File: config.mk
export PLATFORM = sky130hd
export DESIGN_NAME = motion_gate_host_flat
export DESIGN_NICKNAME = d
export VERILOG_FILES = /design/src/motion_gate_pkg.sv /design/src/spi_link_if.sv /design/src/motion_gate_host.sv /design/src/flat_wrapper.sv
export VERILOG_INCLUDE_DIRS = /design/src
export SDC_FILE = /design/constraint.sdc
export NUM_CORES = 1
export LEC_CHECK = 0
export ABC_CLOCK_PERIOD_IN_PS = 2500
export BUFFER_PORTS_ARGS = -buffer_cell sky130_fd_sc_hd__buf_2
export CORE_MARGIN = 3
export CORE_UTILIZATION = 36
export CTS_CLUSTER_SIZE = 12
export DETAILED_ROUTE_END_ITERATION = 16
export PLACE_DENSITY_LB_ADDON = 0.3
export SLEW_MARGIN = 25
export SYNTH_ARGS = -nofsm -noshare
export SYNTH_HDL_FRONTEND = slang
export SYNTH_SLANG_ARGS = --single-unit
File: constraint.sdc
create_clock -name CORE_CLK_I -period 2.5 [get_ports CORE_CLK_I]
set_clock_uncertainty 0.1 [all_clocks]
set_input_delay 0.25 -clock CORE_CLK_I [delete_from_list [all_inputs] [get_ports CORE_CLK_I]]
set_output_delay 0.25 -clock CORE_CLK_I [all_outputs]
set_load 0.005 [all_outputs]
File: src/motion_gate_map.svh
// Register offsets, field positions and timing counts of the gating block
`ifndef MOTION_GATE_MAP_SVH
`define MOTION_GATE_MAP_SVH
// ****************************************
// Device register map
// ****************************************
`define MAP_OFS_GCONF      7'h00
`define MAP_OFS_CURCONF    7'h05
`define MAP_OFS_START_DLY  7'h13
`define MAP_OFS_GATE_DLY   7'h14
`define MAP_OFS_STBY_DLY   7'h15
`define MAP_OFS_TRIGGER    7'h4f
`define MAP_GCONF_RESET    32'h00006020
`define MAP_BIT_GATE_EN    17
`define MAP_BIT_STBY_EN    18
`define MAP_BIT_HOLD_SCALE 0
`define MAP_TRIG_GO        3'h7
`define MAP_TRIG_STOP      3'h0
`define MAP_WAKE_DELAY     32'h0fffffff
`define MAP_WAKE_LEAD      32'h00000010
// ****************************************
// Link framing
// ****************************************
`define MAP_FRAME_BITS     6'h28
`define MAP_STAT_BITS      6'h08
`define MAP_SCLK_HALF      8'h04
// ****************************************
// Controller register map (AXI byte addresses)
// ****************************************
`define MAP_A_CTRL         8'h00
`define MAP_A_ADDR         8'h04
`define MAP_A_DATA         8'h08
`define MAP_A_STATUS       8'h0c
`define MAP_A_RDATA        8'h10
`define MAP_A_STBY_VAL     8'h14
`define MAP_A_CUR_VAL      8'h18
`define MAP_A_GDLY_VAL     8'h1c
`define MAP_A_GCONF        8'h20
`define MAP_CTRL_SINGLE    0
`define MAP_CTRL_WAKE      1
`define MAP_CTRL_SETUP     2
`define MAP_CTRL_WRITE     3
`define MAP_STAT_REFUSED   1
`endif

File: src/motion_gate_pkg.sv
// Types for the two ends of the gating link: gate states for the device, link and sequence states for the host
package motion_gate_pkg;
	typedef enum logic [1:0] {
		GATE_RUN   = 2'b00,
		GATE_COUNT = 2'b01,
		GATE_OFF   = 2'b11
	} gate_state_t;
	typedef enum logic [1:0] {
		LNK_IDLE  = 2'b00,
		LNK_SETUP = 2'b01,
		LNK_SHIFT = 2'b11,
		LNK_HOLD  = 2'b10
	} link_state_t;
	typedef enum logic [1:0] {
		SEQ_NONE  = 2'b00,
		SEQ_ONE   = 2'b01,
		SEQ_WAKE  = 2'b11,
		SEQ_SETUP = 2'b10
	} seq_kind_t;
endpackage : motion_gate_pkg

File: src/spi_link_if.sv
// Serial register link between controller and motion device
`timescale 1ns/1ps
interface spi_link_if;
	logic sclk;
	logic cs_n;
	logic mosi;
	logic miso;
	modport device (input sclk, input cs_n, input mosi, output miso);
	modport host   (output sclk, output cs_n, output mosi, input miso);
endinterface : spi_link_if

File: src/motion_gate_host.sv
// Controller end: AXI4-Lite registers, frame sequencer and link master
//
// Register access over AXI4-Lite was left to the implementer.
`timescale 1ns/1ps
`include "motion_gate_map.svh"
module motion_gate_host #(
	parameter logic [7:0] SCLK_HALF = `MAP_SCLK_HALF
) (
	input  wire logic        CORE_CLK_I,
	input  wire logic        RST_N_I,
	input  wire logic [7:0]  S_AXI_AWADDR_I,
	input  wire logic        S_AXI_AWVALID_I,
	output logic             S_AXI_AWREADY_O,
	input  wire logic [31:0] S_AXI_WDATA_I,
	input  wire logic [3:0]  S_AXI_WSTRB_I,
	input  wire logic        S_AXI_WVALID_I,
	output logic             S_AXI_WREADY_O,
	output logic [1:0]       S_AXI_BRESP_O,
	output logic             S_AXI_BVALID_O,
	input  wire logic        S_AXI_BREADY_I,
	input  wire logic [7:0]  S_AXI_ARADDR_I,
	input  wire logic        S_AXI_ARVALID_I,
	output logic             S_AXI_ARREADY_O,
	output logic [31:0]      S_AXI_RDATA_O,
	output logic [1:0]       S_AXI_RRESP_O,
	output logic             S_AXI_RVALID_O,
	input  wire logic        S_AXI_RREADY_I,
	spi_link_if.host         LINK
);
	logic        aw_q, w_q, wr_go, busy;
	logic [7:0]  awaddr_q;
	logic [31:0] wdata_q;
	logic [6:0]  addr_q;
	logic [31:0] data_q, rdata_q, stby_q, cur_q, gdly_q, gconf_q;
	logic [7:0]  stat_q;
	logic        refused_q, wr_flag_q, guard_hit;
	logic [2:0]  idx_q;
	logic [39:0] frame_q, step;
	logic [39:0] rx_q;
	logic [5:0]  bits_q;
	logic [7:0]  div_q;
	logic        tick, frame_done;
	motion_gate_pkg::seq_kind_t  seq_q;
	motion_gate_pkg::link_state_t lnk_q;

	// ****************************************
	// AXI4-Lite slave
	// ****************************************
	assign S_AXI_AWREADY_O = ~aw_q & ~S_AXI_BVALID_O;
	assign S_AXI_WREADY_O  = ~w_q & ~S_AXI_BVALID_O;
	assign S_AXI_ARREADY_O = ~S_AXI_RVALID_O;
	assign wr_go = aw_q & w_q & ~S_AXI_BVALID_O;
	assign busy  = (seq_q != motion_gate_pkg::SEQ_NONE);

	always_ff @(posedge CORE_CLK_I or negedge RST_N_I) begin
		if (!RST_N_I) begin
			aw_q <= 1'b0; w_q <= 1'b0; awaddr_q <= 8'h0; wdata_q <= 32'h0;
			S_AXI_BVALID_O <= 1'b0; S_AXI_BRESP_O <= 2'h0;
		end else begin
			if (S_AXI_AWVALID_I && S_AXI_AWREADY_O) begin
				aw_q <= 1'b1; awaddr_q <= S_AXI_AWADDR_I;
			end
			if (S_AXI_WVALID_I && S_AXI_WREADY_O) begin
				w_q <= 1'b1; wdata_q <= S_AXI_WDATA_I;
			end
			if (wr_go) begin
				aw_q <= 1'b0; w_q <= 1'b0; S_AXI_BVALID_O <= 1'b1;
				S_AXI_BRESP_O <= (awaddr_q > `MAP_A_GCONF || awaddr_q[1:0] != 2'h0) ? 2'h2 : 2'h0;
			end else if (S_AXI_BREADY_I) begin
				S_AXI_BVALID_O <= 1'b0;
			end
		end
	end

	always_ff @(posedge CORE_CLK_I or negedge RST_N_I) begin
		if (!RST_N_I) begin
			S_AXI_RVALID_O <= 1'b0; S_AXI_RDATA_O <= 32'h0; S_AXI_RRESP_O <= 2'h0;
		end else if (S_AXI_ARVALID_I && S_AXI_ARREADY_O) begin
			S_AXI_RVALID_O <= 1'b1;
			S_AXI_RRESP_O  <= 2'h0;
			case (S_AXI_ARADDR_I)
				`MAP_A_ADDR:     S_AXI_RDATA_O <= {25'h0, addr_q};
				`MAP_A_DATA:     S_AXI_RDATA_O <= data_q;
				`MAP_A_STATUS:   S_AXI_RDATA_O <= {16'h0, stat_q, 6'h0, refused_q, busy};
				`MAP_A_RDATA:    S_AXI_RDATA_O <= rdata_q;
				`MAP_A_STBY_VAL: S_AXI_RDATA_O <= stby_q;
				`MAP_A_CUR_VAL:  S_AXI_RDATA_O <= cur_q;
				`MAP_A_GDLY_VAL: S_AXI_RDATA_O <= gdly_q;
				`MAP_A_GCONF:    S_AXI_RDATA_O <= gconf_q;
				`MAP_A_CTRL:     S_AXI_RDATA_O <= {28'h0, wr_flag_q, 3'h0};
				default: begin
					S_AXI_RDATA_O <= 32'h0;
					S_AXI_RRESP_O <= 2'h2;
				end
			endcase
		end else if (S_AXI_RREADY_I) begin
			S_AXI_RVALID_O <= 1'b0;
		end
	end

	// Byte lanes ignored: every word written whole
	always_ff @(posedge CORE_CLK_I or negedge RST_N_I) begin
		if (!RST_N_I) begin
			addr_q <= 7'h0; data_q <= 32'h0; stby_q <= 32'h0; cur_q <= 32'h0;
			gdly_q <= 32'h0; wr_flag_q <= 1'b0;
		end else if (wr_go) begin
			case (awaddr_q)
				`MAP_A_ADDR:     addr_q <= wdata_q[6:0];
				`MAP_A_DATA:     data_q <= wdata_q;
				`MAP_A_STBY_VAL: stby_q <= wdata_q;
				`MAP_A_CUR_VAL:  cur_q <= wdata_q;
				`MAP_A_GDLY_VAL: gdly_q <= wdata_q;
				`MAP_A_CTRL:     wr_flag_q <= wdata_q[`MAP_CTRL_WRITE];
				default:         ;
			endcase
		end
	end

	// ****************************************
	// Frame sequencer
	// ****************************************
	function automatic logic [39:0] step_of(input motion_gate_pkg::seq_kind_t k,
		input logic [2:0] i);
		logic [31:0] g;
		g = gconf_q;
		step_of = 40'h0;
		case (k)
			motion_gate_pkg::SEQ_WAKE: begin
				g[`MAP_BIT_GATE_EN] = 1'b0;
				case (i)
					3'h0:    step_of = {1'b1, `MAP_OFS_GATE_DLY, `MAP_WAKE_DELAY};
					3'h1:    step_of = {1'b1, `MAP_OFS_TRIGGER, 29'h0, `MAP_TRIG_STOP};
					3'h2:    step_of = {1'b1, `MAP_OFS_TRIGGER, 29'h0, `MAP_TRIG_GO};
					default: step_of = {1'b1, `MAP_OFS_GCONF, g};
				endcase
			end
			motion_gate_pkg::SEQ_SETUP: begin
				g[`MAP_BIT_GATE_EN] = 1'b1;
				case (i)
					3'h0:    step_of = {1'b1, `MAP_OFS_STBY_DLY, stby_q};
					3'h1:    step_of = {1'b1, `MAP_OFS_CURCONF, cur_q | 32'h1 << `MAP_BIT_HOLD_SCALE};
					3'h2:    step_of = {1'b1, `MAP_OFS_GCONF, g};
					3'h3:    step_of = {1'b1, `MAP_OFS_GATE_DLY, gdly_q};
					default: begin
						g[`MAP_BIT_STBY_EN] = 1'b1;
						step_of = {1'b1, `MAP_OFS_GCONF, g};
					end
				endcase
			end
			default: step_of = {wr_flag_q, addr_q, data_q};
		endcase
	endfunction
	assign step = step_of(seq_q, idx_q);

	always_ff @(posedge CORE_CLK_I or negedge RST_N_I) begin
		if (!RST_N_I) begin
			seq_q <= motion_gate_pkg::SEQ_NONE;
			idx_q <= 3'h0;
		end else if (!busy) begin
			idx_q <= 3'h0;
			// Commands arriving while busy are dropped
			if (wr_go && awaddr_q == `MAP_A_CTRL) begin
				if (wdata_q[`MAP_CTRL_WAKE])        seq_q <= motion_gate_pkg::SEQ_WAKE;
				else if (wdata_q[`MAP_CTRL_SETUP])  seq_q <= motion_gate_pkg::SEQ_SETUP;
				else if (wdata_q[`MAP_CTRL_SINGLE]) seq_q <= motion_gate_pkg::SEQ_ONE;
			end
		end else if (frame_done) begin
			idx_q <= idx_q + 3'h1;
			if (seq_q == motion_gate_pkg::SEQ_ONE ||
				(seq_q == motion_gate_pkg::SEQ_WAKE && idx_q == 3'h3) ||
				(seq_q == motion_gate_pkg::SEQ_SETUP && idx_q == 3'h4))
				seq_q <= motion_gate_pkg::SEQ_NONE;
		end
	end

	// ****************************************
	// Link master
	// ****************************************
	assign tick = (div_q == SCLK_HALF - 8'h1);
	assign frame_done = (lnk_q == motion_gate_pkg::LNK_HOLD) & tick;
	// Trigger write turned into a stop when the status shows motion
	assign guard_hit = frame_q[39] & (frame_q[38:32] == `MAP_OFS_TRIGGER) &
		(frame_q[2:0] == `MAP_TRIG_GO) & (rx_q[1:0] != 2'h0);

	always_ff @(posedge CORE_CLK_I or negedge RST_N_I) begin
		if (!RST_N_I) begin
			div_q <= 8'h0;
		end else if (lnk_q == motion_gate_pkg::LNK_IDLE || tick) begin
			div_q <= 8'h0;
		end else begin
			div_q <= div_q + 8'h1;
		end
	end

	always_ff @(posedge CORE_CLK_I or negedge RST_N_I) begin
		if (!RST_N_I) begin
			lnk_q <= motion_gate_pkg::LNK_IDLE; frame_q <= 40'h0; rx_q <= 40'h0;
			bits_q <= 6'h0; LINK.sclk <= 1'b0; LINK.cs_n <= 1'b1; LINK.mosi <= 1'b0;
			rdata_q <= 32'h0; stat_q <= 8'h0; refused_q <= 1'b0; gconf_q <= `MAP_GCONF_RESET;
		end else begin
			if (wr_go && awaddr_q == `MAP_A_STATUS && wdata_q[`MAP_STAT_REFUSED])
				refused_q <= 1'b0;
			if (wr_go && awaddr_q == `MAP_A_GCONF)
				gconf_q <= wdata_q;
			case (lnk_q)
				motion_gate_pkg::LNK_IDLE: begin
					if (busy && !frame_done) begin
						frame_q <= step; LINK.cs_n <= 1'b0; LINK.mosi <= step[39];
						bits_q <= 6'h0; lnk_q <= motion_gate_pkg::LNK_SETUP;
					end
				end
				motion_gate_pkg::LNK_SETUP: begin
					if (tick) lnk_q <= motion_gate_pkg::LNK_SHIFT;
				end
				motion_gate_pkg::LNK_SHIFT: begin
					if (tick && !LINK.sclk) begin
						LINK.sclk <= 1'b1;
						rx_q <= {rx_q[38:0], LINK.miso};
						bits_q <= bits_q + 6'h1;
					end else if (tick) begin
						LINK.sclk <= 1'b0;
						if (bits_q == `MAP_FRAME_BITS) begin
							lnk_q <= motion_gate_pkg::LNK_HOLD;
						end else if (bits_q == `MAP_STAT_BITS && guard_hit) begin
							frame_q[2:0] <= `MAP_TRIG_STOP;
							refused_q <= 1'b1;
							LINK.mosi <= frame_q[31];
						end else begin
							LINK.mosi <= frame_q[6'd39 - bits_q];
						end
					end
				end
				motion_gate_pkg::LNK_HOLD: begin
					if (tick) begin
						LINK.cs_n <= 1'b1; lnk_q <= motion_gate_pkg::LNK_IDLE;
						stat_q <= rx_q[39:32]; rdata_q <= rx_q[31:0];
						if (frame_q[39] && frame_q[38:32] == `MAP_OFS_GCONF)
							gconf_q <= frame_q[31:0];
					end
				end
				default: lnk_q <= motion_gate_pkg::LNK_IDLE;
			endcase
		end
	end
endmodule : motion_gate_host

File: src/flat_wrapper.sv
// flat-port wrapper written by rule: the top's interface ports become plain ports
module motion_gate_host_flat 
#(
	parameter logic [7:0] SCLK_HALF = `MAP_SCLK_HALF
)
  (CORE_CLK_I, RST_N_I, S_AXI_AWADDR_I, S_AXI_AWVALID_I, S_AXI_AWREADY_O, S_AXI_WDATA_I, S_AXI_WSTRB_I, S_AXI_WVALID_I, S_AXI_WREADY_O, S_AXI_BRESP_O, S_AXI_BVALID_O, S_AXI_BREADY_I, S_AXI_ARADDR_I, S_AXI_ARVALID_I, S_AXI_ARREADY_O, S_AXI_RDATA_O, S_AXI_RRESP_O, S_AXI_RVALID_O, S_AXI_RREADY_I, LINK_sclk, LINK_cs_n, LINK_mosi, LINK_miso);
  spi_link_if LINK_i ();
  input  wire logic CORE_CLK_I;
  input  wire logic RST_N_I;
  input  wire logic [7:0] S_AXI_AWADDR_I;
  input  wire logic S_AXI_AWVALID_I;
  output logic S_AXI_AWREADY_O;
  input  wire logic [31:0] S_AXI_WDATA_I;
  input  wire logic [3:0] S_AXI_WSTRB_I;
  input  wire logic S_AXI_WVALID_I;
  output logic S_AXI_WREADY_O;
  output logic [1:0] S_AXI_BRESP_O;
  output logic S_AXI_BVALID_O;
  input  wire logic S_AXI_BREADY_I;
  input  wire logic [7:0] S_AXI_ARADDR_I;
  input  wire logic S_AXI_ARVALID_I;
  output logic S_AXI_ARREADY_O;
  output logic [31:0] S_AXI_RDATA_O;
  output logic [1:0] S_AXI_RRESP_O;
  output logic S_AXI_RVALID_O;
  input  wire logic S_AXI_RREADY_I;
  output wire logic [$bits(LINK_i.sclk)-1:0] LINK_sclk;
  output wire logic [$bits(LINK_i.cs_n)-1:0] LINK_cs_n;
  output wire logic [$bits(LINK_i.mosi)-1:0] LINK_mosi;
  input wire logic [$bits(LINK_i.miso)-1:0] LINK_miso;
  assign LINK_sclk = LINK_i.sclk;
  assign LINK_cs_n = LINK_i.cs_n;
  assign LINK_mosi = LINK_i.mosi;
  assign LINK_i.miso = LINK_miso;
  motion_gate_host #(.SCLK_HALF(SCLK_HALF)) u_core (.CORE_CLK_I(CORE_CLK_I), .RST_N_I(RST_N_I), .S_AXI_AWADDR_I(S_AXI_AWADDR_I), .S_AXI_AWVALID_I(S_AXI_AWVALID_I), .S_AXI_AWREADY_O(S_AXI_AWREADY_O), .S_AXI_WDATA_I(S_AXI_WDATA_I), .S_AXI_WSTRB_I(S_AXI_WSTRB_I), .S_AXI_WVALID_I(S_AXI_WVALID_I), .S_AXI_WREADY_O(S_AXI_WREADY_O), .S_AXI_BRESP_O(S_AXI_BRESP_O), .S_AXI_BVALID_O(S_AXI_BVALID_O), .S_AXI_BREADY_I(S_AXI_BREADY_I), .S_AXI_ARADDR_I(S_AXI_ARADDR_I), .S_AXI_ARVALID_I(S_AXI_ARVALID_I), .S_AXI_ARREADY_O(S_AXI_ARREADY_O), .S_AXI_RDATA_O(S_AXI_RDATA_O), .S_AXI_RRESP_O(S_AXI_RRESP_O), .S_AXI_RVALID_O(S_AXI_RVALID_O), .S_AXI_RREADY_I(S_AXI_RREADY_I), .LINK(LINK_i));
endmodule
==> flow_summary.html, run 1 <==
<table>
<tr><th>Metric</th><th>Value</th></tr>
<tr><th colspan="2">Run status</th></tr>
<tr><td>Status</td><td>finished with violations</td></tr>
<tr><td>Violated checks</td><td>negative setup slack</td></tr>
<tr><th colspan="2">Floorplanning</th></tr>
<tr><td>Number of placed I/O pins</td><td>104</td></tr>
<tr><td>Overall die height</td><td>231 um</td></tr>
<tr><td>Width of the die</td><td>231 um</td></tr>
<tr><td>Placement row count</td><td>81</td></tr>
<tr><td>Effective utilization at floorplan</td><td>36.8%</td></tr>
<tr><td>Core Area</td><td>49400 sq um</td></tr>
<tr><td>Total die area</td><td>53200 sq um</td></tr>
<tr><th colspan="2">Route</th></tr>
<tr><td>Remaining antenna violation count after routing</td><td>0</td></tr>
<tr><td>Vias</td><td>14009</td></tr>
<tr><td>Total Wirelength</td><td>56.1 mm</td></tr>
<tr><td>Via density per instance</td><td>5.72</td></tr>
<tr><td>Wire length per cell</td><td>22.9 um</td></tr>
<tr><td>Drt first pass iters</td><td>7</td></tr>
<tr><td>DRT iter0 DRCs</td><td>1334</td></tr>
<tr><td>DRC violations left</td><td>0</td></tr>
<tr><th colspan="2">Cells and area</th></tr>
<tr><td>Commonest non-fill, non-tap cell in the layout</td><td>sky130_fd_sc_hd__dfrtp_1</td></tr>
<tr><td>Storage element area</td><td>9790 sq um</td></tr>
<tr><td>Share of cells above drive strength 1</td><td>28.5%</td></tr>
<tr><td>Area taken by multi-input logic gates</td><td>8010 sq um</td></tr>
<tr><td>Number of antenna diodes</td><td>0</td></tr>
<tr><td>Area grow syn2layout</td><td>21.9%</td></tr>
<tr><td>Net total in the final layout</td><td>1832</td></tr>
<tr><td>Most used cells in the layout excluding fill and tap cells</td><td>sky130_fd_sc_hd__dfrtp_1 (387), sky130_fd_sc_hd__nand2_1 (207), sky130_fd_sc_hd__mux2_2 (191), sky130_fd_sc_hd__nor2_1 (104), sky130_fd_sc_hd__buf_2 (96)</td></tr>
<tr><td>Number of fillers in the final layout</td><td>4571</td></tr>
<tr><th colspan="2">Yosys</th></tr>
<tr><td>Syn avg cell area</td><td>11.4 sq um</td></tr>
<tr><td>Number of different library cells in the post-synthesis netlist</td><td>68</td></tr>
<tr><td>Gate count of the mapped netlist</td><td>1599</td></tr>
<tr><td>Number of enable flip-flop cells after synthesis</td><td>0</td></tr>
<tr><td>Number of storage elements in the synthesis netlist</td><td>391</td></tr>
<tr><td>Post-synth design cell area</td><td>18200 sq um</td></tr>
<tr><td>Dominant combinational cell family by area after synthesis</td><td>multiplexers</td></tr>
<tr><td>Sequential cell area fraction in the yosys report</td><td>53.9%</td></tr>
<tr><td>Complex-gate fraction of the synthesized area</td><td>14.8%</td></tr>
<tr><td>Predominant post-synthesis flop cell</td><td>sky130_fd_sc_hd__dfrtp_1</td></tr>
<tr><td>Synth Area in Adders</td><td>0.689%</td></tr>
<tr><td>Proportion of synthesized flip-flops having asynchronous set or reset</td><td>100%</td></tr>
<tr><td>Xor-xnor portion of the synthesized cell area</td><td>0.579%</td></tr>
<tr><td>Synthesis warning total</td><td>0</td></tr>
<tr><td>Multiplexer area fraction after synthesis</td><td>16.5%</td></tr>
<tr><td>Simple-gate portion of the synthesized area</td><td>10.2%</td></tr>
<tr><th colspan="2">Power and ir drop</th></tr>
<tr><td>Worst voltage drop across the vdd grid</td><td>0.000437 V</td></tr>
<tr><td>Static Leakage</td><td>10.0 nW</td></tr>
<tr><td>Total power density per cell area</td><td>903 nW/um^2</td></tr>
<tr><th colspan="2">Critical path</th></tr>
<tr><td>Reg-to-Reg End</td><td>u_core.stby_q[13]</td></tr>
<tr><td>CP delay by family, top</td><td>simple AND/OR/NAND/NOR gates</td></tr>
<tr><td>Flop-to-flop setup slack</td><td>-120 ps</td></tr>
<tr><td>Slowest CP cell</td><td>sky130_fd_sc_hd__or4b_4</td></tr>
<tr><td>Critical path required time</td><td>2850 ps</td></tr>
<tr><td>Critical register-to-register path startpoint</td><td>u_core.S_AXI_BVALID_O</td></tr>
<tr><td>Cells traversed along the worst timing path</td><td>nand3b_1 &gt; or3_4 &gt; or4b_4 &gt; nor3b_4 &gt; buf_12 &gt; buf_12 &gt; mux2_2</td></tr>
<tr><td>Crit start category</td><td>flop</td></tr>
<tr><td>Signal arrival time at the worst endpoint</td><td>2970 ps</td></tr>
<tr><td>Count of buffering cells on the critical path with inverters included</td><td>2</td></tr>
<tr><td>Top fanout value on the critical path</td><td>16</td></tr>
<tr><td>Setup Crit Path Kind</td><td>reg2reg</td></tr>
<tr><td>Peak per-stage delay on the critical path</td><td>530 ps</td></tr>
<tr><td>Worst r2r path cells</td><td>7</td></tr>
<tr><td>Setup crit end kind</td><td>flop</td></tr>
<tr><td>Crit-path most repeated cell</td><td>sky130_fd_sc_hd__buf_12</td></tr>
<tr><th colspan="2">Placed design</th></tr>
<tr><td>Placed wire-length estimate</td><td>35.4 mm</td></tr>
<tr><td>Number of port buffers</td><td>97</td></tr>
<tr><td>Global placer's final weighted congestion</td><td>0.891</td></tr>
<tr><th colspan="2">STA</th></tr>
<tr><td>Final Max Tran Viols</td><td>0</td></tr>
<tr><td>Post-Route Hold Slack</td><td>129 ps</td></tr>
<tr><td>Setup violation total in the final timing report</td><td>61</td></tr>
<tr><td>Worst Tran Pin Value</td><td>732 ps</td></tr>
<tr><td>Final Hold Violating Endpoints</td><td>0</td></tr>
<tr><td>Final critical-path required period</td><td>2620 ps</td></tr>
<tr><td>FMAX</td><td>0.382 GHz</td></tr>
<tr><td>Post-route clock period utilization</td><td>105%</td></tr>
<tr><td>Max_slew headroom</td><td>51.1%</td></tr>
<tr><td>Setup repair after global routing missed its margin</td><td>yes</td></tr>
<tr><td>Setup TNS</td><td>-4050 ps</td></tr>
<tr><td>Crit path setup slack, layout</td><td>-118 ps</td></tr>
<tr><th colspan="2">CTS</th></tr>
<tr><td>Clock slew at reported path FFs</td><td>60 ps</td></tr>
<tr><td>Number of CTS-inserted buffers</td><td>42</td></tr>
<tr><td>CTS H-tree lvls</td><td>2</td></tr>
<tr><td>Clock tree from TritonCTS</td><td>built</td></tr>
<tr><td>Clk_lat worst skew</td><td>570 ps</td></tr>
<tr><td>CTS root buf</td><td>sky130_fd_sc_hd__clkbuf_16</td></tr>
<tr><td>Maximum root-to-sink buffer count</td><td>3</td></tr>
<tr><td>Total clock sinks</td><td>391</td></tr>
<tr><th colspan="2">GRT</th></tr>
<tr><td>Via count of the first global-routing pass</td><td>14608</td></tr>
<tr><td>Overflow after GRT</td><td>0</td></tr>
<tr><td>Largest net degree at the start of global routing</td><td>73</td></tr>
<tr><td>Number of antenna violations at the first check in global routing</td><td>0</td></tr>
<tr><td>Global-route wire length before repair</td><td>87.0 mm</td></tr>
<tr><td>Global router's overall resource usage</td><td>20.9%</td></tr>
<tr><th colspan="2">Job</th></tr>
<tr><td>Max-capacitance violation count</td><td>0</td></tr>
<tr><th colspan="2">Hold path</th></tr>
<tr><td>Type of the most critical hold path</td><td>in2async</td></tr>
</table>
## logic make-up (layout without fill, tap and decap cells)
logic type               count (synthesis)  after routing
AND/OR/NAND/NOR                        418            418
flip-flops                             391            391
AO/OA/AOI/OAI                          361            361
multiplexers                           262            262
buffers and inverters                  144            331
XOR/XNOR                                12             12
adder cells (fa/ha/maj)                 10             10
other                                    1              2
## area by class of cell
| class | count | share of cell area [%] |
|---|---|---|
| repair buffers | 238 | 9.22 |
| flip-flops and latches | 391 | 44.2 |
| clock inverters | 4 | 0.317 |
| well taps | 664 | 3.75 |
| multi-input cells | 1065 | 36.2 |
| clock buffers | 65 | 5.88 |
| inverters | 24 | 0.407 |
## synth_stat cells, drive strengths merged (7+ instances only)
cell type	instances	area [sq um]
mux2	216	2430
mux2i	37	370
inv	23	86.3
a222oi	49	490
a22oi	68	510
a21o	29	218
nand3	36	180
a21oi	51	255
nand2	208	781
clkbuf	100	375
and2	9	56.3
dfrtp	387	9680
mux4	9	203
nor4	7	50.1
nor2b	8	50.1
buf	20	124
a22o	48	420
ha	10	125
a41oi	24	210
nor2	107	402
o21ai	50	250
## where the power goes
part | internal [mW] | total, mW | switching [mW]
Combinational | 2.18 | 4.31 | 2.13
Clock | 3.75 | 6.26 | 2.51
Sequential | 7.77 | 9.41 | 1.64
Total | 13.7 | 20.0 | 6.28
## repair_timing
action | in CTS | in global routing
gates cloned | 0 | 2
hold buffers | 45 | 0
endpoints found under the setup margin | 32 | 100
gates resized for setup | 0 | 28
buffers inserted | 0 | 6
endpoints found under the hold margin | 301 | 0
## sequential cells by signal, summed over array words and instances, names as in the netlist, 8 cells and up
signal	flops
u_core.S_AXI_RDATA_O	32
u_core.awaddr_q	8
u_core.cur_q	32
u_core.data_q	32
u_core.div_q	8
u_core.frame_q	40
u_core.gconf_q	32
u_core.gdly_q	32
u_core.rdata_q	32
u_core.rx_q	40
u_core.stat_q	8
u_core.stby_q	32
u_core.wdata_q	32
## worst max path at each step
stage / to / slack [ps] / cells after the start / start
after floorplan: u_core.stby_q[10] / -40 / 6 / u_core.S_AXI_BVALID_O
after global placement: u_core.stby_q[25] / -50 / 6 / u_core.S_AXI_BVALID_O
after detailed placement: u_core.stby_q[13] / -50 / 6 / u_core.S_AXI_BVALID_O
after CTS: u_core.stby_q[23] / -80 / 6 / u_core.S_AXI_BVALID_O
after global routing: u_core.stby_q[10] / -200 / 7 / u_core.S_AXI_BVALID_O
final: u_core.stby_q[13] / -120 / 7 / u_core.S_AXI_BVALID_O
## stage by stage
stage | cells | setup slack (ps) | power (mW) | instance area, sq um | utilization (%)
floorplan | 1600 | -43.0 | 11.7 | 18200 | -
global placement | 2329 | -46.5 | 13.4 | 20100 | 40.7
detailed placement | 2329 | -50.4 | 13.6 | 20100 | 40.7
CTS | 2443 | -79.8 | 20.0 | 21900 | 44.4
global route | 2451 | -198 | 21.0 | 22100 | 44.9
finish | 2451 | -118 | 20.0 | 22100 | 44.9
## layer usage
metal	routed length, um	global-route usage (%)	vias up
met2	26800	34.1	522
li1	-	-	6206
met3	3490	3.50	122
met4	1880	7.71	0
met1	23900	28.1	7159
met5	0	0	-
No activity file was read; power rests on OpenSTA's default activity.
==> run 2, diff against run 1 <==
--- a/config.mk
+++ b/config.mk
@@ -6,6 +6,7 @@
 export SDC_FILE = /design/constraint.sdc
 export NUM_CORES = 1
 export LEC_CHECK = 0
+export ABC_AREA = 1
 export ABC_CLOCK_PERIOD_IN_PS = 2500
 export BUFFER_PORTS_ARGS = -buffer_cell sky130_fd_sc_hd__buf_2
 export CORE_MARGIN = 3
==> run 2 against run 1 <==
Net effect:
- the run now ends clean
- die area grew 2.3%
- setup slack gained 370 ps
- maximum frequency grew 17%
- critical path depth grew 5
- critical path type unchanged
- largest cell class unchanged
==> flow_summary.html, run 2 <==
<table>
<tr><th>Metric</th><th>Value</th></tr>
<tr><th colspan="2">STA</th></tr>
<tr><td>Setup TNS</td><td>0 ps</td></tr>
<tr><td>Final Max Tran Viols</td><td>0</td></tr>
<tr><td>Max_slew headroom</td><td>44.0%</td></tr>
<tr><td>FMAX</td><td>0.446 GHz</td></tr>
<tr><td>Final critical-path required period</td><td>2240 ps</td></tr>
<tr><td>Setup violation total in the final timing report</td><td>0</td></tr>
<tr><td>Worst Tran Pin Value</td><td>840 ps</td></tr>
<tr><td>Setup repair after global routing missed its margin</td><td>no</td></tr>
<tr><td>Final Hold Violating Endpoints</td><td>0</td></tr>
<tr><td>Post-route clock period utilization</td><td>89.8%</td></tr>
<tr><th colspan="2">Yosys</th></tr>
<tr><td>Number of storage elements in the synthesis netlist</td><td>391</td></tr>
<tr><td>Yosys top cell by area</td><td>sky130_fd_sc_hd__dfrtp_1</td></tr>
<tr><td>Complex-gate fraction of the synthesized area</td><td>19.5%</td></tr>
<tr><td>Proportion of synthesized flip-flops having asynchronous set or reset</td><td>100%</td></tr>
<tr><td>Top cells by area, synth</td><td>sky130_fd_sc_hd__dfrtp_1 (52%), sky130_fd_sc_hd__nand2_1 (12%), sky130_fd_sc_hd__o21ai_0 (10%)</td></tr>
<tr><td>Multiplexer area fraction after synthesis</td><td>0.242%</td></tr>
<tr><td>Sequential cell area fraction in the yosys report</td><td>52.7%</td></tr>
<tr><td>Number of different library cells in the post-synthesis netlist</td><td>50</td></tr>
<tr><td>Predominant post-synthesis flop cell</td><td>sky130_fd_sc_hd__dfrtp_1</td></tr>
<tr><td>Synth Area in Adders</td><td>0.673%</td></tr>
<tr><td>Simple-gate portion of the synthesized area</td><td>18.5%</td></tr>
<tr><td>Synthesis warning total</td><td>0</td></tr>
<tr><td>Dominant combinational cell family by area after synthesis</td><td>compound AO/OA/AOI/OAI gates</td></tr>
<tr><td>Xor-xnor portion of the synthesized cell area</td><td>0.141%</td></tr>
<tr><td>Top-count cell post-synth</td><td>sky130_fd_sc_hd__nand2_1</td></tr>
<tr><td>Post-synth design cell area</td><td>18600 sq um</td></tr>
<tr><td>Gate count of the mapped netlist</td><td>2291</td></tr>
<tr><td>Syn avg cell area</td><td>8.11 sq um</td></tr>
<tr><td>Most instantiated cells after synthesis</td><td>sky130_fd_sc_hd__nand2_1 (599), sky130_fd_sc_hd__dfrtp_1 (387), sky130_fd_sc_hd__o21ai_0 (371)</td></tr>
<tr><td>Post-synth top area share</td><td>52.1%</td></tr>
<tr><td>Number of enable flip-flop cells after synthesis</td><td>0</td></tr>
<tr><th colspan="2">GRT</th></tr>
<tr><td>Overflow after GRT</td><td>0</td></tr>
<tr><td>Global-route wire length before repair</td><td>97.1 mm</td></tr>
<tr><td>Global router's overall resource usage</td><td>23.2%</td></tr>
<tr><td>Number of antenna violations at the first check in global routing</td><td>0</td></tr>
<tr><td>Via count of the first global-routing pass</td><td>16389</td></tr>
<tr><td>Largest net degree at the start of global routing</td><td>85</td></tr>
<tr><th colspan="2">Power and ir drop</th></tr>
<tr><td>Worst voltage drop across the vdd grid</td><td>0.000478 V</td></tr>
<tr><td>Total power density per cell area</td><td>941 nW/um^2</td></tr>
<tr><td>Tot Pwr</td><td>20.6 mW</td></tr>
<tr><td>Static Leakage</td><td>10.1 nW</td></tr>
<tr><th colspan="2">CTS</th></tr>
<tr><td>Maximum root-to-sink buffer count</td><td>3</td></tr>
<tr><td>Clock tree from TritonCTS</td><td>built</td></tr>
<tr><td>CTS root buf</td><td>sky130_fd_sc_hd__clkbuf_16</td></tr>
<tr><td>Clock slew at reported path FFs</td><td>70 ps</td></tr>
<tr><td>Count of buffers added by post-CTS timing repair for setup</td><td>0</td></tr>
<tr><td>Total clock sinks</td><td>391</td></tr>
<tr><td>Clk_lat worst skew</td><td>580 ps</td></tr>
<tr><td>Number of CTS-inserted buffers</td><td>43</td></tr>
<tr><td>CTS H-tree lvls</td><td>2</td></tr>
<tr><td>Post-cts resize count</td><td>0</td></tr>
<tr><th colspan="2">Placed design</th></tr>
<tr><td>Cell Area, Placed</td><td>20100 sq um</td></tr>
<tr><td>Number of port buffers</td><td>97</td></tr>
<tr><td>Placed cell count</td><td>3008</td></tr>
<tr><td>Placed wire-length estimate</td><td>40.0 mm</td></tr>
<tr><td>Global placer's final weighted congestion</td><td>0.896</td></tr>
<tr><th colspan="2">Route</th></tr>
<tr><td>Drt first pass iters</td><td>5</td></tr>
<tr><td>DRC violations left</td><td>0</td></tr>
<tr><td>Vias</td><td>16786</td></tr>
<tr><td>Wire length per cell</td><td>20.1 um</td></tr>
<tr><td>Total Wirelength</td><td>62.7 mm</td></tr>
<tr><td>Via density per instance</td><td>5.37</td></tr>
<tr><td>Remaining antenna violation count after routing</td><td>0</td></tr>
<tr><td>DRT iter0 DRCs</td><td>1788</td></tr>
<tr><th colspan="2">Cells and area</th></tr>
<tr><td>Storage element area</td><td>9790 sq um</td></tr>
<tr><td>Most used cells in the layout excluding fill and tap cells</td><td>sky130_fd_sc_hd__nand2_1 (593), sky130_fd_sc_hd__dfrtp_1 (387), sky130_fd_sc_hd__o21ai_0 (371), sky130_fd_sc_hd__inv_1 (247), sky130_fd_sc_hd__nor2_1 (126)</td></tr>
<tr><td>Area taken by multi-input logic gates</td><td>7280 sq um</td></tr>
<tr><td>Fin area</td><td>21900 sq um</td></tr>
<tr><td>Fraction of the core area covered by cells at the end of the flow</td><td>43.3%</td></tr>
<tr><td>Largest registers in the final layout</td><td>u_core.frame_q: 40 flops, u_core.rx_q: 40 flops</td></tr>
<tr><td>Count of non-filler cells in the finished layout</td><td>3127</td></tr>
<tr><td>Commonest non-fill, non-tap cell in the layout</td><td>sky130_fd_sc_hd__nand2_1</td></tr>
<tr><td>Share of cells above drive strength 1</td><td>11.9%</td></tr>
<tr><td>Net total in the final layout</td><td>2496</td></tr>
<tr><td>Area grow syn2layout</td><td>17.9%</td></tr>
<tr><td>Number of fillers in the final layout</td><td>5048</td></tr>
<tr><td>Number of antenna diodes</td><td>0</td></tr>
<tr><th colspan="2">Critical path</th></tr>
<tr><td>Top fanout value on the critical path</td><td>9</td></tr>
<tr><td>Setup Crit Path Kind</td><td>reg2reg</td></tr>
<tr><td>Critical path required time</td><td>2890 ps</td></tr>
<tr><td>Signal arrival time at the worst endpoint</td><td>2640 ps</td></tr>
<tr><td>Worst r2r path cells</td><td>12</td></tr>
<tr><td>Setup crit end kind</td><td>flop</td></tr>
<tr><td>Crit start category</td><td>flop</td></tr>
<tr><th colspan="2">Hold path</th></tr>
<tr><td>Type of the most critical hold path</td><td>in2reg</td></tr>
<tr><td>Hold Crit Depth</td><td>5</td></tr>
<tr><th colspan="2">Floorplanning</th></tr>
<tr><td>Placement row count</td><td>82</td></tr>
<tr><td>Number of placed I/O pins</td><td>104</td></tr>
<tr><td>Total die area</td><td>54400 sq um</td></tr>
<tr><td>Overall die height</td><td>233 um</td></tr>
<tr><td>Core Area</td><td>50600 sq um</td></tr>
<tr><td>Width of the die</td><td>233 um</td></tr>
<tr><td>Effective utilization at floorplan</td><td>36.7%</td></tr>
<tr><th colspan="2">Run status</th></tr>
<tr><td>Status</td><td>complete, no violations</td></tr>
<tr><th colspan="2">Job</th></tr>
<tr><td>Max-capacitance violation count</td><td>0</td></tr>
</table>
[run 2: what timing repair did]
item	in CTS	in global routing
endpoints found under the setup margin	0	0
endpoints found under the hold margin	211	0
hold buffers	45	0
[run 2: kinds of logic after synthesis]
group	after synthesis
other	1
adder cells (fa/ha/maj)	10
buffers and inverters	387
AO/OA/AOI/OAI	652
flip-flops	391
multiplexers	4
AND/OR/NAND/NOR	843
XOR/XNOR	3
[run 2: final timing paths]
check                      slack (ps)                      end               from
setup / recovery                  260       u_core.frame_q[18]    u_core.idx_q[0]
hold / removal                    110  u_core.S_AXI_RRESP_O[1]  S_AXI_ARADDR_I[1]
setup reg to reg                  260       u_core.frame_q[18]    u_core.idx_q[0]
hold reg to reg                   370          u_core.div_q[0]    u_core.div_q[0]
max in group asynchronous        1360        u_core.gconf_q[5]            RST_N_I
min in group asynchronous         120          u_core.rx_q[20]            RST_N_I
[run 2: area by class of cell]
type	count	share of cell area, %
well taps	672	3.84
repair buffers	218	7.60
flip-flops and latches	391	44.7
clock inverters	10	0.417
clock buffers	64	5.86
inverters	258	4.42
multi-input cells	1514	33.2
[run 2: through the flow]
| stage | setup slack [ps] | hold WS (ps) |
|---|---|---|
| floorplan | 578 | -146 |
| global placement | 366 | 163 |
| detailed placement | 326 | 149 |
| CTS | 293 | 74.8 |
| global route | 106 | 145 |
| finish | 256 | 105 |
[run 2: where the power goes]
group | leakage, nW | total (mW) | switching, mW | internal (mW)
registers | 5.19 | 8.71 | 1.01 | 7.70
clock network | 0.676 | 6.29 | 2.64 | 3.65
logic | 4.24 | 5.63 | 3.85 | 1.78
total | 10.1 | 20.6 | 7.50 | 13.1
[run 2: routing by layer]
layer | part of all wire [%] | track usage, % | vias to the layer above
li1 | - | - | 7797
met1 | 43 | 31.8 | 8152
met2 | 46 | 36.7 | 692
met3 | 7.9 | 4.68 | 145
met4 | 3.3 | 7.81 | 0
met5 | 0 | 0 | -
[run 2: critical path: stages (launching register included)]
cell                       delay (ps)
sky130_fd_sc_hd__dfrtp_1          400
sky130_fd_sc_hd__inv_1            140
sky130_fd_sc_hd__ha_1             190
sky130_fd_sc_hd__inv_1             70
sky130_fd_sc_hd__nor2_4           120
sky130_fd_sc_hd__buf_4            260
sky130_fd_sc_hd__nor2_4            70
sky130_fd_sc_hd__buf_4            180
sky130_fd_sc_hd__inv_2            200
sky130_fd_sc_hd__o21ai_0          110
sky130_fd_sc_hd__o211ai_1          90
sky130_fd_sc_hd__a21oi_1           60
sky130_fd_sc_hd__a21oi_1          160
